### config.mk
export PLATFORM = sky130hd
export DESIGN_NAME = irf_top
export DESIGN_NICKNAME = d
export VERILOG_FILES = /design/src/rtl/irf_pkg.sv /design/src/rtl/irf_ctx_if.sv /design/src/rtl/irf_ctx_filter.sv /design/src/rtl/irf_start_gate.sv /design/src/rtl/irf_top.sv
export VERILOG_INCLUDE_DIRS = /design/src /design/src/rtl
export SDC_FILE = /design/constraint.sdc
export NUM_CORES = 1
export LEC_CHECK = 0
export BUFFER_PORTS_ARGS = -buffer_cell sky130_fd_sc_hd__buf_2
export CAP_MARGIN = 20
export CORE_MARGIN = 2
export CORE_UTILIZATION = 55
export DETAILED_ROUTE_END_ITERATION = 12
export GPL_TIMING_DRIVEN = 0
export PLACE_DENSITY = 0.73
export RECOVER_POWER = 50
export SYNTH_ARGS = -nofsm -noshare
export SYNTH_HDL_FRONTEND = slang
export SYNTH_SLANG_ARGS = --single-unit
export TNS_END_PERCENT = 20
### constraint.sdc
create_clock -name clk_sys -period 2.63 [get_ports clk_sys]
set_input_delay 0.1315 -clock clk_sys [delete_from_list [all_inputs] [get_ports clk_sys]]
set_output_delay 0.1315 -clock clk_sys [all_outputs]
set_load 0.02 [all_outputs]
### src/rtl/irf_map.svh
// Register offsets, field positions, reset values and codes of the filter.
`ifndef IRF_MAP_SVH
`define IRF_MAP_SVH

`define IRF_NUM_CTX        4
`define IRF_CTX_STRIDE     16'h0020
`define IRF_CTX_FIELD_MASK 16'h0060
`define IRF_CTX_LSB        5

`define IRF_OFS_CTL_SET    16'h0400
`define IRF_OFS_CTL_CLR    16'h0404
`define IRF_OFS_CMD_PTR    16'h040c
`define IRF_OFS_PTR_LOAD   16'h0418
`define IRF_OFS_MATCH      16'h410c
`define IRF_OFS_MASK_HI    16'h0010
`define IRF_OFS_MASK_LO    16'h0014

`define IRF_CTL_FILL       31
`define IRF_CTL_HDR        30
`define IRF_CTL_CME        29
`define IRF_CTL_MULTI      28
`define IRF_CTL_RUN        15
`define IRF_CTL_WAKE       12
`define IRF_CTL_DEAD       11
`define IRF_CTL_ACTIVE     10
`define IRF_CTL_SPD_LSB    5
`define IRF_CTL_EVT_LSB    0

`define IRF_M_TAG_LSB      28
`define IRF_M_CYC_LSB      12
`define IRF_M_SYNC_LSB     8
`define IRF_M_SGATE        6
`define IRF_M_CHAN_LSB     0
`define IRF_MATCH_WMASK    32'hf1ffff7f
`define IRF_CTL_RMASK      32'hf0009cff

`define IRF_RST_WORD       32'h0000_0000
`define IRF_SPD_100        3'h0
`define IRF_SPD_200        3'h1
`define IRF_SPD_400        3'h2
`define IRF_WAIT_SYNC      2'h3
`define IRF_TAG_01         2'h1
`define IRF_SYNC_HI_OPEN   2'h0

`endif

### src/rtl/irf_pkg.sv
// Types shared by the receive context filter modules.
package irf_pkg;
	typedef enum logic [2:0] {
		IRF_REG_NONE, IRF_REG_SET, IRF_REG_CLR, IRF_REG_PTR,
		IRF_REG_PTR_LOAD, IRF_REG_MATCH, IRF_REG_MASK_HI, IRF_REG_MASK_LO
	} irf_reg_t;

	typedef struct packed {
		irf_reg_t   kind;
		logic [1:0] ctx;
	} irf_dec_t;

	typedef enum logic [1:0] {
		IRF_ST_IDLE, IRF_ST_WAIT_CYCLE, IRF_ST_RUN
	} irf_start_t;
endpackage

### src/rtl/irf_ctx_if.sv
// Match settings and packet fields passed from the top to one filter.
`timescale 1ns/1ps
interface irf_ctx_if;
	logic [3:0]  tag_en;
	logic        tag01_sync_gate;
	logic [5:0]  rx_channel_select;
	logic [3:0]  sync_val;
	logic        multi_channel_receive;
	logic [63:0] chan_mask;
	logic [1:0]  desc_wait;
	logic [5:0]  pkt_chan;
	logic [1:0]  pkt_tag;
	logic [3:0]  pkt_sync;
	logic        hit;

	modport cfg (output tag_en, tag01_sync_gate, rx_channel_select, sync_val,
		multi_channel_receive, chan_mask, desc_wait, pkt_chan, pkt_tag,
		pkt_sync, input hit);
	modport filt (input tag_en, tag01_sync_gate, rx_channel_select, sync_val,
		multi_channel_receive, chan_mask, desc_wait, pkt_chan, pkt_tag,
		pkt_sync, output hit);
endinterface

### src/rtl/irf_ctx_filter.sv
// Packet acceptance decision for one receive context.
`timescale 1ns/1ps
`include "irf_map.svh"
module irf_ctx_filter
	import irf_pkg::*;
(
	irf_ctx_if.filt f // Settings in, hit out.
);
	logic tag_ok;
	logic gate_ok;
	logic chan_ok;
	logic sync_ok;

	always_comb
	begin
		tag_ok  = f.tag_en[f.pkt_tag];
		gate_ok = !(f.pkt_tag == `IRF_TAG_01 && f.tag01_sync_gate &&
			f.tag_en[`IRF_TAG_01]) ||
			(f.pkt_sync[3:2] == `IRF_SYNC_HI_OPEN);
		// The channel field is ignored entirely in multi-channel mode.
		chan_ok = f.multi_channel_receive ? f.chan_mask[f.pkt_chan]
			: (f.pkt_chan == f.rx_channel_select);
		sync_ok = (f.desc_wait != `IRF_WAIT_SYNC) ||
			(f.pkt_sync == f.sync_val);
		f.hit   = tag_ok && gate_ok && chan_ok && sync_ok;
	end
endmodule

### src/rtl/irf_start_gate.sv
// Start sequencer of one context: waits for run and an optional cycle match.
`timescale 1ns/1ps
`include "irf_map.svh"
module irf_start_gate
	import irf_pkg::*;
(
	input  wire logic        clk_sys,           // System clock.
	input  wire logic        reset_n,           // Asynchronous reset.
	input  wire logic        run,               // Context run bit.
	input  wire logic        cycle_match_en,    // Start on cycle enable.
	input  wire logic        halt,              // Fatal error seen.
	input  wire logic        cyc_start_valid,   // Cycle start received.
	input  wire logic [12:0] cyc_start_count,   // Bus cycle count.
	input  wire logic [12:0] start_cycle_value, // Cycle to start on.
	output logic             active_reg,        // Context is active.
	output logic             start_pulse_reg,   // Became active.
	output logic             cme_clear_reg      // Clear cycle enable.
);
	irf_start_t state_reg;
	irf_start_t state_next;
	logic       cyc_hit;

	assign cyc_hit = cyc_start_valid && cyc_start_count == start_cycle_value;

	always_comb
	begin
		state_next = state_reg;
		unique case (state_reg)
			IRF_ST_IDLE:
				if (run && !halt)
					state_next = cycle_match_en ? IRF_ST_WAIT_CYCLE : IRF_ST_RUN;
			IRF_ST_WAIT_CYCLE:
				if (!run || halt)
					state_next = IRF_ST_IDLE;
				else if (cyc_hit)
					state_next = IRF_ST_RUN;
			IRF_ST_RUN:
				if (!run || halt)
					state_next = IRF_ST_IDLE;
		endcase
	end

	always_ff @(posedge clk_sys or negedge reset_n)
	begin
		if (!reset_n)
		begin
			state_reg       <= IRF_ST_IDLE;
			active_reg      <= 1'b0;
			start_pulse_reg <= 1'b0;
			cme_clear_reg   <= 1'b0;
		end
		else
		begin
			state_reg       <= state_next;
			active_reg      <= state_next == IRF_ST_RUN;
			start_pulse_reg <= state_reg != IRF_ST_RUN &&
				state_next == IRF_ST_RUN;
			cme_clear_reg   <= state_reg == IRF_ST_WAIT_CYCLE &&
				state_next == IRF_ST_RUN;
		end
	end
endmodule

### src/rtl/irf_top.sv
// Isochronous receive context registers, start control and packet filters.
//
// The APB register port was left to the implementer.
`timescale 1ns/1ps
`include "irf_map.svh"
// Overview of operation
// - Speed code of accepted packet reported; codes 3..7 are dropped here, keeping the last valid
// - Completion code stored in low status bits
// - Reserved status and match bits read zero
// - Run fetches first descriptor at pointer
// - Per-context registers at base plus 32n
// - Four tag enables accept tags 11..00
// - Cycle-matched start waits for equal count
// - Sync compared when descriptor waits on 11
// - Tag 01 gate needs upper sync 00
// - Channel field selects accepted channel
// - Multi-channel uses mask, ignores channel
// - Hardware clears cycle enable on start
module irf_top
	import irf_pkg::*;
(
	input  wire logic                  clk_sys,         // 40 MHz clock.
	input  wire logic                  reset_n,         // Async reset.
	input  wire logic [15:0]           paddr,           // APB address.
	input  wire logic                  psel,            // APB select.
	input  wire logic                  penable,         // APB enable.
	input  wire logic                  pwrite,          // APB write.
	input  wire logic [31:0]           pwdata,          // APB write data.
	output logic      [31:0]           prdata,          // APB read data.
	output logic                       pready,          // APB ready.
	output logic                       pslverr,         // APB error.
	input  wire logic                  cyc_start_valid, // Cycle start.
	input  wire logic [12:0]           cyc_start_count, // Cycle count.
	input  wire logic                  pkt_valid,       // Packet strobe.
	input  wire logic [5:0]            pkt_channel,     // Packet channel.
	input  wire logic [1:0]            pkt_tag,         // Packet tag.
	input  wire logic [3:0]            pkt_sync,        // Packet sync.
	input  wire logic [2:0]            pkt_speed,       // Packet speed.
	input  wire logic [3:0][1:0]       desc_wait,       // Wait fields.
	input  wire logic [3:0]            desc_done,       // Input done.
	input  wire logic [3:0][4:0]       desc_event,      // Event codes.
	input  wire logic [3:0]            desc_fatal,      // Fatal errors.
	output logic      [3:0]            pkt_accept,      // Packet taken.
	output logic      [3:0]            ctx_active,      // Active flags.
	output logic      [3:0]            fetch_req,       // Fetch pulse.
	output logic      [3:0][31:0]      fetch_addr,      // Fetch address.
	output logic      [3:0]            packed_buffer_fill, // Fill mode.
	output logic      [3:0]            keep_packet_header  // Header mode.
);
	localparam int NC = `IRF_NUM_CTX;

	function automatic irf_dec_t irf_decode(input logic [15:0] a);
		irf_dec_t d;
		d.ctx = a[`IRF_CTX_LSB +: 2];
		if (a == `IRF_OFS_MASK_HI)
			d.kind = IRF_REG_MASK_HI;
		else if (a == `IRF_OFS_MASK_LO)
			d.kind = IRF_REG_MASK_LO;
		else
			case (a & ~`IRF_CTX_FIELD_MASK)
				`IRF_OFS_CTL_SET:  d.kind = IRF_REG_SET;
				`IRF_OFS_CTL_CLR:  d.kind = IRF_REG_CLR;
				`IRF_OFS_CMD_PTR:  d.kind = IRF_REG_PTR;
				`IRF_OFS_PTR_LOAD: d.kind = IRF_REG_PTR_LOAD;
				`IRF_OFS_MATCH:    d.kind = IRF_REG_MATCH;
				default:           d.kind = IRF_REG_NONE;
			endcase
		return d;
	endfunction

	irf_dec_t         dec;
	logic             acc_first;
	logic             wr_done;
	logic [31:0]      rd_word;
	logic [31:0]      mask_hi_reg;
	logic [31:0]      mask_lo_reg;
	logic [NC-1:0]    run_reg;
	logic [NC-1:0]    cme_reg;
	logic [NC-1:0]    multi_reg;
	logic [NC-1:0]    wake_reg;
	logic [NC-1:0]    dead_reg;
	logic [NC-1:0]    hit;
	logic [NC-1:0]    start_pulse;
	logic [NC-1:0]    cme_clear;
	logic [NC-1:0]    wr_set;
	logic [NC-1:0]    wr_clr;
	logic [NC-1:0][2:0]  spd_reg;
	logic [NC-1:0][4:0]  evt_reg;
	logic [NC-1:0][31:0] match_reg;
	logic [NC-1:0][31:0] ctl_word;

	assign dec       = irf_decode(paddr);
	assign acc_first = psel && penable && !pready;
	// A write lands only at the edge where the master sees pready high.
	assign wr_done   = psel && penable && pready && pwrite;

	// One wait state gives the read mux a full cycle before data is due.
	always_ff @(posedge clk_sys or negedge reset_n)
	begin
		if (!reset_n)
		begin
			pready  <= 1'b0;
			prdata  <= `IRF_RST_WORD;
			pslverr <= 1'b0;
		end
		else
		begin
			pready  <= acc_first;
			pslverr <= acc_first && dec.kind == IRF_REG_NONE;
			if (acc_first)
				prdata <= pwrite ? `IRF_RST_WORD : rd_word;
		end
	end

	always_comb
	begin
		rd_word = `IRF_RST_WORD;
		unique case (dec.kind)
			IRF_REG_SET, IRF_REG_CLR: rd_word = ctl_word[dec.ctx];
			IRF_REG_PTR, IRF_REG_PTR_LOAD: rd_word = fetch_addr[dec.ctx];
			IRF_REG_MATCH:   rd_word = match_reg[dec.ctx];
			IRF_REG_MASK_HI: rd_word = mask_hi_reg;
			IRF_REG_MASK_LO: rd_word = mask_lo_reg;
			IRF_REG_NONE:    rd_word = `IRF_RST_WORD;
		endcase
	end

	always_ff @(posedge clk_sys or negedge reset_n)
	begin
		if (!reset_n)
		begin
			mask_hi_reg <= `IRF_RST_WORD;
			mask_lo_reg <= `IRF_RST_WORD;
		end
		else if (wr_done && dec.kind == IRF_REG_MASK_HI)
			mask_hi_reg <= pwdata;
		else if (wr_done && dec.kind == IRF_REG_MASK_LO)
			mask_lo_reg <= pwdata;
	end

	genvar i;
	generate
		for (i = 0; i < NC; i++)
		begin : g_ctx
			irf_ctx_if u_if ();

			assign wr_set[i] = wr_done && dec.kind == IRF_REG_SET &&
				dec.ctx == i[1:0];
			assign wr_clr[i] = wr_done && dec.kind == IRF_REG_CLR &&
				dec.ctx == i[1:0];

			always_comb
			begin
				ctl_word[i] = `IRF_RST_WORD;
				ctl_word[i][`IRF_CTL_FILL]   = packed_buffer_fill[i];
				ctl_word[i][`IRF_CTL_HDR]    = keep_packet_header[i];
				ctl_word[i][`IRF_CTL_CME]    = cme_reg[i];
				ctl_word[i][`IRF_CTL_MULTI]  = multi_reg[i];
				ctl_word[i][`IRF_CTL_RUN]    = run_reg[i];
				ctl_word[i][`IRF_CTL_WAKE]   = wake_reg[i];
				ctl_word[i][`IRF_CTL_DEAD]   = dead_reg[i];
				ctl_word[i][`IRF_CTL_ACTIVE] = ctx_active[i];
				ctl_word[i][`IRF_CTL_SPD_LSB +: 3] = spd_reg[i];
				ctl_word[i][`IRF_CTL_EVT_LSB +: 5] = evt_reg[i];
			end

			// Mode bits are plain set/clear; software keeps them still
			// while running, so no interlock is spent on them here.
			always_ff @(posedge clk_sys or negedge reset_n)
			begin
				if (!reset_n)
				begin
					run_reg[i]            <= 1'b0;
					packed_buffer_fill[i] <= 1'b0;
					keep_packet_header[i] <= 1'b0;
					multi_reg[i]          <= 1'b0;
				end
				else if (wr_set[i])
				begin
					run_reg[i] <= run_reg[i] | pwdata[`IRF_CTL_RUN];
					packed_buffer_fill[i] <= packed_buffer_fill[i] |
						pwdata[`IRF_CTL_FILL];
					keep_packet_header[i] <= keep_packet_header[i] |
						pwdata[`IRF_CTL_HDR];
					multi_reg[i] <= multi_reg[i] | pwdata[`IRF_CTL_MULTI];
				end
				else if (wr_clr[i])
				begin
					run_reg[i] <= run_reg[i] & ~pwdata[`IRF_CTL_RUN];
					packed_buffer_fill[i] <= packed_buffer_fill[i] &
						~pwdata[`IRF_CTL_FILL];
					keep_packet_header[i] <= keep_packet_header[i] &
						~pwdata[`IRF_CTL_HDR];
					multi_reg[i] <= multi_reg[i] & ~pwdata[`IRF_CTL_MULTI];
				end
			end

			// Hardware sets and software sets win over any clear.
			always_ff @(posedge clk_sys or negedge reset_n)
			begin
				if (!reset_n)
				begin
					cme_reg[i]  <= 1'b0;
					wake_reg[i] <= 1'b0;
					dead_reg[i] <= 1'b0;
				end
				else
				begin
					if (wr_set[i] && pwdata[`IRF_CTL_CME])
						cme_reg[i] <= 1'b1;
					else if (cme_clear[i] || (wr_clr[i] && pwdata[`IRF_CTL_CME]))
						cme_reg[i] <= 1'b0;
					if (wr_set[i] && pwdata[`IRF_CTL_WAKE])
						wake_reg[i] <= 1'b1;
					else if (fetch_req[i])
						wake_reg[i] <= 1'b0;
					if (desc_fatal[i])
						dead_reg[i] <= 1'b1;
					else if (wr_clr[i] && pwdata[`IRF_CTL_RUN])
						dead_reg[i] <= 1'b0;
				end
			end

			always_ff @(posedge clk_sys or negedge reset_n)
			begin
				if (!reset_n)
				begin
					spd_reg[i] <= `IRF_SPD_100;
					evt_reg[i] <= 5'h00;
				end
				else
				begin
					// Reserved speed codes are dropped, keeping the last valid.
					if (pkt_valid && hit[i] && ctx_active[i] &&
						pkt_speed <= `IRF_SPD_400)
						spd_reg[i] <= pkt_speed;
					if (desc_done[i])
						evt_reg[i] <= desc_event[i];
				end
			end

			// The pointer is read-only to the match path; it only loads
			// while the context is stopped, so a fetch never sees it move.
			always_ff @(posedge clk_sys or negedge reset_n)
			begin
				if (!reset_n)
				begin
					fetch_addr[i] <= `IRF_RST_WORD;
					match_reg[i]  <= `IRF_RST_WORD;
				end
				else
				begin
					if (wr_done && dec.kind == IRF_REG_PTR_LOAD &&
						dec.ctx == i[1:0] && !run_reg[i])
						fetch_addr[i] <= pwdata;
					if (wr_done && dec.kind == IRF_REG_MATCH && dec.ctx == i[1:0])
						match_reg[i] <= pwdata & `IRF_MATCH_WMASK;
				end
			end

			always_ff @(posedge clk_sys or negedge reset_n)
			begin
				if (!reset_n)
				begin
					pkt_accept[i] <= 1'b0;
					fetch_req[i]  <= 1'b0;
				end
				else
				begin
					pkt_accept[i] <= pkt_valid && hit[i] && ctx_active[i];
					fetch_req[i]  <= start_pulse[i];
				end
			end

			assign u_if.tag_en            = match_reg[i][`IRF_M_TAG_LSB +: 4];
			assign u_if.tag01_sync_gate   = match_reg[i][`IRF_M_SGATE];
			assign u_if.rx_channel_select = match_reg[i][`IRF_M_CHAN_LSB +: 6];
			assign u_if.sync_val          = match_reg[i][`IRF_M_SYNC_LSB +: 4];
			assign u_if.multi_channel_receive = multi_reg[i];
			assign u_if.chan_mask         = {mask_hi_reg, mask_lo_reg};
			assign u_if.desc_wait         = desc_wait[i];
			assign u_if.pkt_chan          = pkt_channel;
			assign u_if.pkt_tag           = pkt_tag;
			assign u_if.pkt_sync          = pkt_sync;
			assign hit[i]                 = u_if.hit;

			irf_ctx_filter u_filter (
				.f (u_if.filt)
			);

			irf_start_gate u_start (
				.clk_sys           (clk_sys),
				.reset_n           (reset_n),
				.run               (run_reg[i]),
				.cycle_match_en    (cme_reg[i]),
				.halt              (dead_reg[i]),
				.cyc_start_valid   (cyc_start_valid),
				.cyc_start_count   (cyc_start_count),
				.start_cycle_value (match_reg[i][`IRF_M_CYC_LSB +: 13]),
				.active_reg        (ctx_active[i]),
				.start_pulse_reg   (start_pulse[i]),
				.cme_clear_reg     (cme_clear[i])
			);
		end
	endgenerate

	logic [63:0] u_chk_mask;
	logic        u_chk_tag;
	assign u_chk_mask = {mask_hi_reg, mask_lo_reg};
	assign u_chk_tag  = match_reg[0][`IRF_M_TAG_LSB + pkt_tag];
endmodule

==> results by group <==
Layout
  • Fillers: 2810
  • Final nets: 2103
  • Synth-to-layout area growth: 21.34%
  • Largest register FFs: 128
  • Share of cells above drive strength 1: 31.33%
  • Area of the multi-input gates: 9709 um2
  • Storage cell area: 10660 um2

Power
  • LEAKAGE: 0.01172 uW
  • Int Pwr: 10560 uW
  • Switching share of power: 24.10%
  • P_sw: 3354 uW
  • Comb pwr share: 6.7%
  • Seq pwr share: 47.5%
  • Pwr Density: 546.6 nW/um2
  • Peak VDD IR: 0.0005022 V
  • Clock Power Share: 45.8%

Logic synthesis
  • Synth Area in Simple Gates: 6.607%
  • Cell taking the most area after synthesis: dfrtp_1
  • Top cells by area, synth: dfrtp_1 (51%), mux2_2 (14%), mux4_2 (9.8%)
  • Main combinational cell family by area after synthesis: multiplexers
  • Post-Synth Adder-Cell Area: 0.4771%
  • Compound-cell area share of the yosys netlist: 6.637%
  • Primary FF master, synth: dfrtp_1
  • Post-synthesis sequential area ratio: 50.81%
  • Mux cell area share after synthesis: 28.31%
  • Syn nets: 1668
  • Mapped Cells: 1541
  • Post-Synthesis Cell Area: 20980 um2
  • Commonest cells in the netlist: dfrtp_1 (426), mux2_2 (264), nand2_1 (112), mux4_2 (91), mux2_1 (78)
  • Post-synth EDFFs: 0
  • Syn_area_per_cell: 13.62 um2
  • Post-synthesis cell type count: 60
  • Ys async rst share: 100.0%
  • Syn. warnings: 0
  • Count leader, synth: dfrtp_1
  • Synth Register Bits: 426
  • Xor/xnor share of the synthesized area: 3.924%
  • Synth top area share: 50.81%

Clocking
  • Clock sink count: 426
  • Inserted Clock Buffers: 46
  • Reg clk slew, reported paths: 0.06 ns
  • H-Tree Level Count: 2
  • CTS max path bufs: 3
  • Skew-Pair Late Insertion Delay: 0.59 ns
  • CTS Root Cell: clkbuf_16
  • CTS tree: built

Worst hold path
  • Hold Path Depth: 2
  • Hold WC Path Type: in2reg

STA
  • Max-slew violations: 0
  • Crit share post-route: 101.1%
  • RSZ-0062 raised after global routing: true
  • Fin Setup TNS: -0.03008 ns
  • Worst slew pin tran: 0.9940 ns
  • Slew margin rel.: 33.73%
  • Clock Skew: 0.01930 ns
  • Final Hold Vio Count: 0
  • Tmin final: 2.660 ns
  • Final setup fails: 1
  • Fmax: 375.9 MHz
  • Post-route setup slack: -0.03008 ns

Drt
  • Wire per inst: 27.27 um
  • Vias/cell: 6.270
  • Pre-Repair DR Iteration Count: 9
  • Initial DRC count: 1386
  • Via Count: 15830
  • Routed Wire Length: 68.86 mm
  • Remaining DRCs: 0
  • Routed Antenna Nets: 0

Critical path
  • Worst setup path category: in2reg
  • Reg-to-Reg End: ctl_word[38]$_DFFE_PN0P_
  • CP required: 3.05 ns
  • CP endpoint kind: flip-flop
  • Setup crit start kind: input port
  • Crit Reg-Reg Startpoint: mask_hi_reg[18]$_DFFE_PN0N_
  • Crit path max fanout: 10
  • Register-to-register path setup slack: 0.04 ns
  • Worst reg-to-reg path cell count: 8
  • Crit path capture: prdata[11]$_DFFE_PN0P_
  • Worst Setup SP: paddr[6]
  • Arr. time, crit path: 3.08 ns

Floorplan
  • Row Count: 71
  • Boundary pin count: 301
  • Die Footprint: 39730 um2
  • Die height: 199.3 um
  • Die Width: 199.3 um
  • Core area: 37580 um2
  • Starting Density: 55.84%

Global routing
  • First-pass GRT wire length: 102.7 mm
  • Initial antenna violation count: 3
  • Vias in the first global route: 16520
  • All-Layer GR Usage: 35.32%
  • Pin count of the biggest net entering global routing: 119
  • GR Overflow Total: 0

Placed design
  • Pre-CTS setup slack: -0.7654 ns
  • PortBufs: 282
  • HPWL after DPL: 49.22 mm
  • Routability cong.: 0.9831

Status
  • Status: complete, but fails checks
  • Failing checks: setup timing

Flow run
  • Max cap viols: 0
## through the flow
stage                     util, %  instance area [um2]  hold slack [ns]  total power, uW  instances
after floorplan                 -                20980          -0.1641             7044       1541
after global placement      61.29                23030           0.3221             7485       2334
after detailed placement    61.61                23150         -0.06727             7517       2338
after CTS                   68.15                25610         0.001468            13930       2517
after global routing        67.75                25460          0.01530            14270       2524
final                       67.75                25460          0.01070            13920       2525
## critical path: stages
cell and delay (ns):
buf_2 0.22, buf_1 0.60, clkbuf_1 0.73, clkbuf_2 0.52, mux4_2 0.44, o21ai_0 0.34
a32oi_1 0.10
## what timing repair did
| item | CTS | global route |
|---|---|---|
| gates resized for setup | 10 | 6 |
| pin swaps | 8 | 5 |
| endpoints found under the setup margin | 141 | 23 |
| hold buffers | 83 | 0 |
| setup buffers | 13 | 3 |
| endpoints found under the hold margin | 366 | 0 |
## cell usage in the layout, fill, tap and decap left out, types with 15 or more instances in the layout
cell type / count
mux2_1: 78
a22o_1: 20
xor2_1: 41
xnor2_1: 53
nor2_1: 25
inv_1: 32
clkbuf_16: 46
buf_4: 28
nand2_1: 112
buf_2: 127
a32oi_1: 18
dfrtp_1: 426
nand4_1: 18
a222oi_1: 18
clkbuf_1: 235
a21boi_0: 15
o21ai_0: 35
dlygate4sd3_1: 83
mux2_2: 262
mux4_2: 91
## kinds of logic after synthesis
kind of cell               after synthesis
muxes                                  437
DFF                                    426
and+or+nand+nor                        255
AOI/OAI and AO/OA                      181
buffers and inverters                  140
xor gates and xnor gates                94
adders and majority gates                8
## power groups by stage
stage	clock network, uW	registers (uW)	logic [uW]
after floorplan	0	6720	323
after global placement	0	6730	759
after detailed placement	0	6720	793
after CTS	6410	6610	912
after global routing	6660	6610	994
final	6370	6610	934
## metal layers
metal,share of wire (%),track usage (%),routed length [um]
met1,38,45.11,26430
met5,0,0,0
met2,46,54.88,31830
met3,8.7,8.354,6006
met4,6.7,21.78,4592
## cell type report
type                            count  share of cell area [%]
Sequential cell                   426                   41.87
Multi-Input combinational cell    975                   38.14
Timing Repair Buffer              387                   8.989
Clock buffer                       69                   5.411
Tap cell                          511                   2.511
Buffer                            108                   2.202
Inverter                           32                  0.4718
Clock inverter                     14                  0.3784
Antenna cell                        3                 0.02949
## how the worst min path moves through the flow
stage / slack [ns] / end / start
final: 0.01 / match_reg[86]$_DFFE_PN0P_ / pwdata[22]
after global routing: 0.02 / match_reg[52]$_DFFE_PN0P_ / pwdata[20]
after CTS: 0.001 / match_reg[52]$_DFFE_PN0P_ / pwdata[20]
after detailed placement: -0.07 / ctl_word[0]$_DFFE_PN0P_ / reset_n
after global placement: 0.32 / ctl_word[107]$_DFFE_PN0P_ / desc_fatal[3]
after floorplan: -0.16 / asynchronous set/reset pin / reset_n
Note: power is estimated with default switching activity, not from simulation.
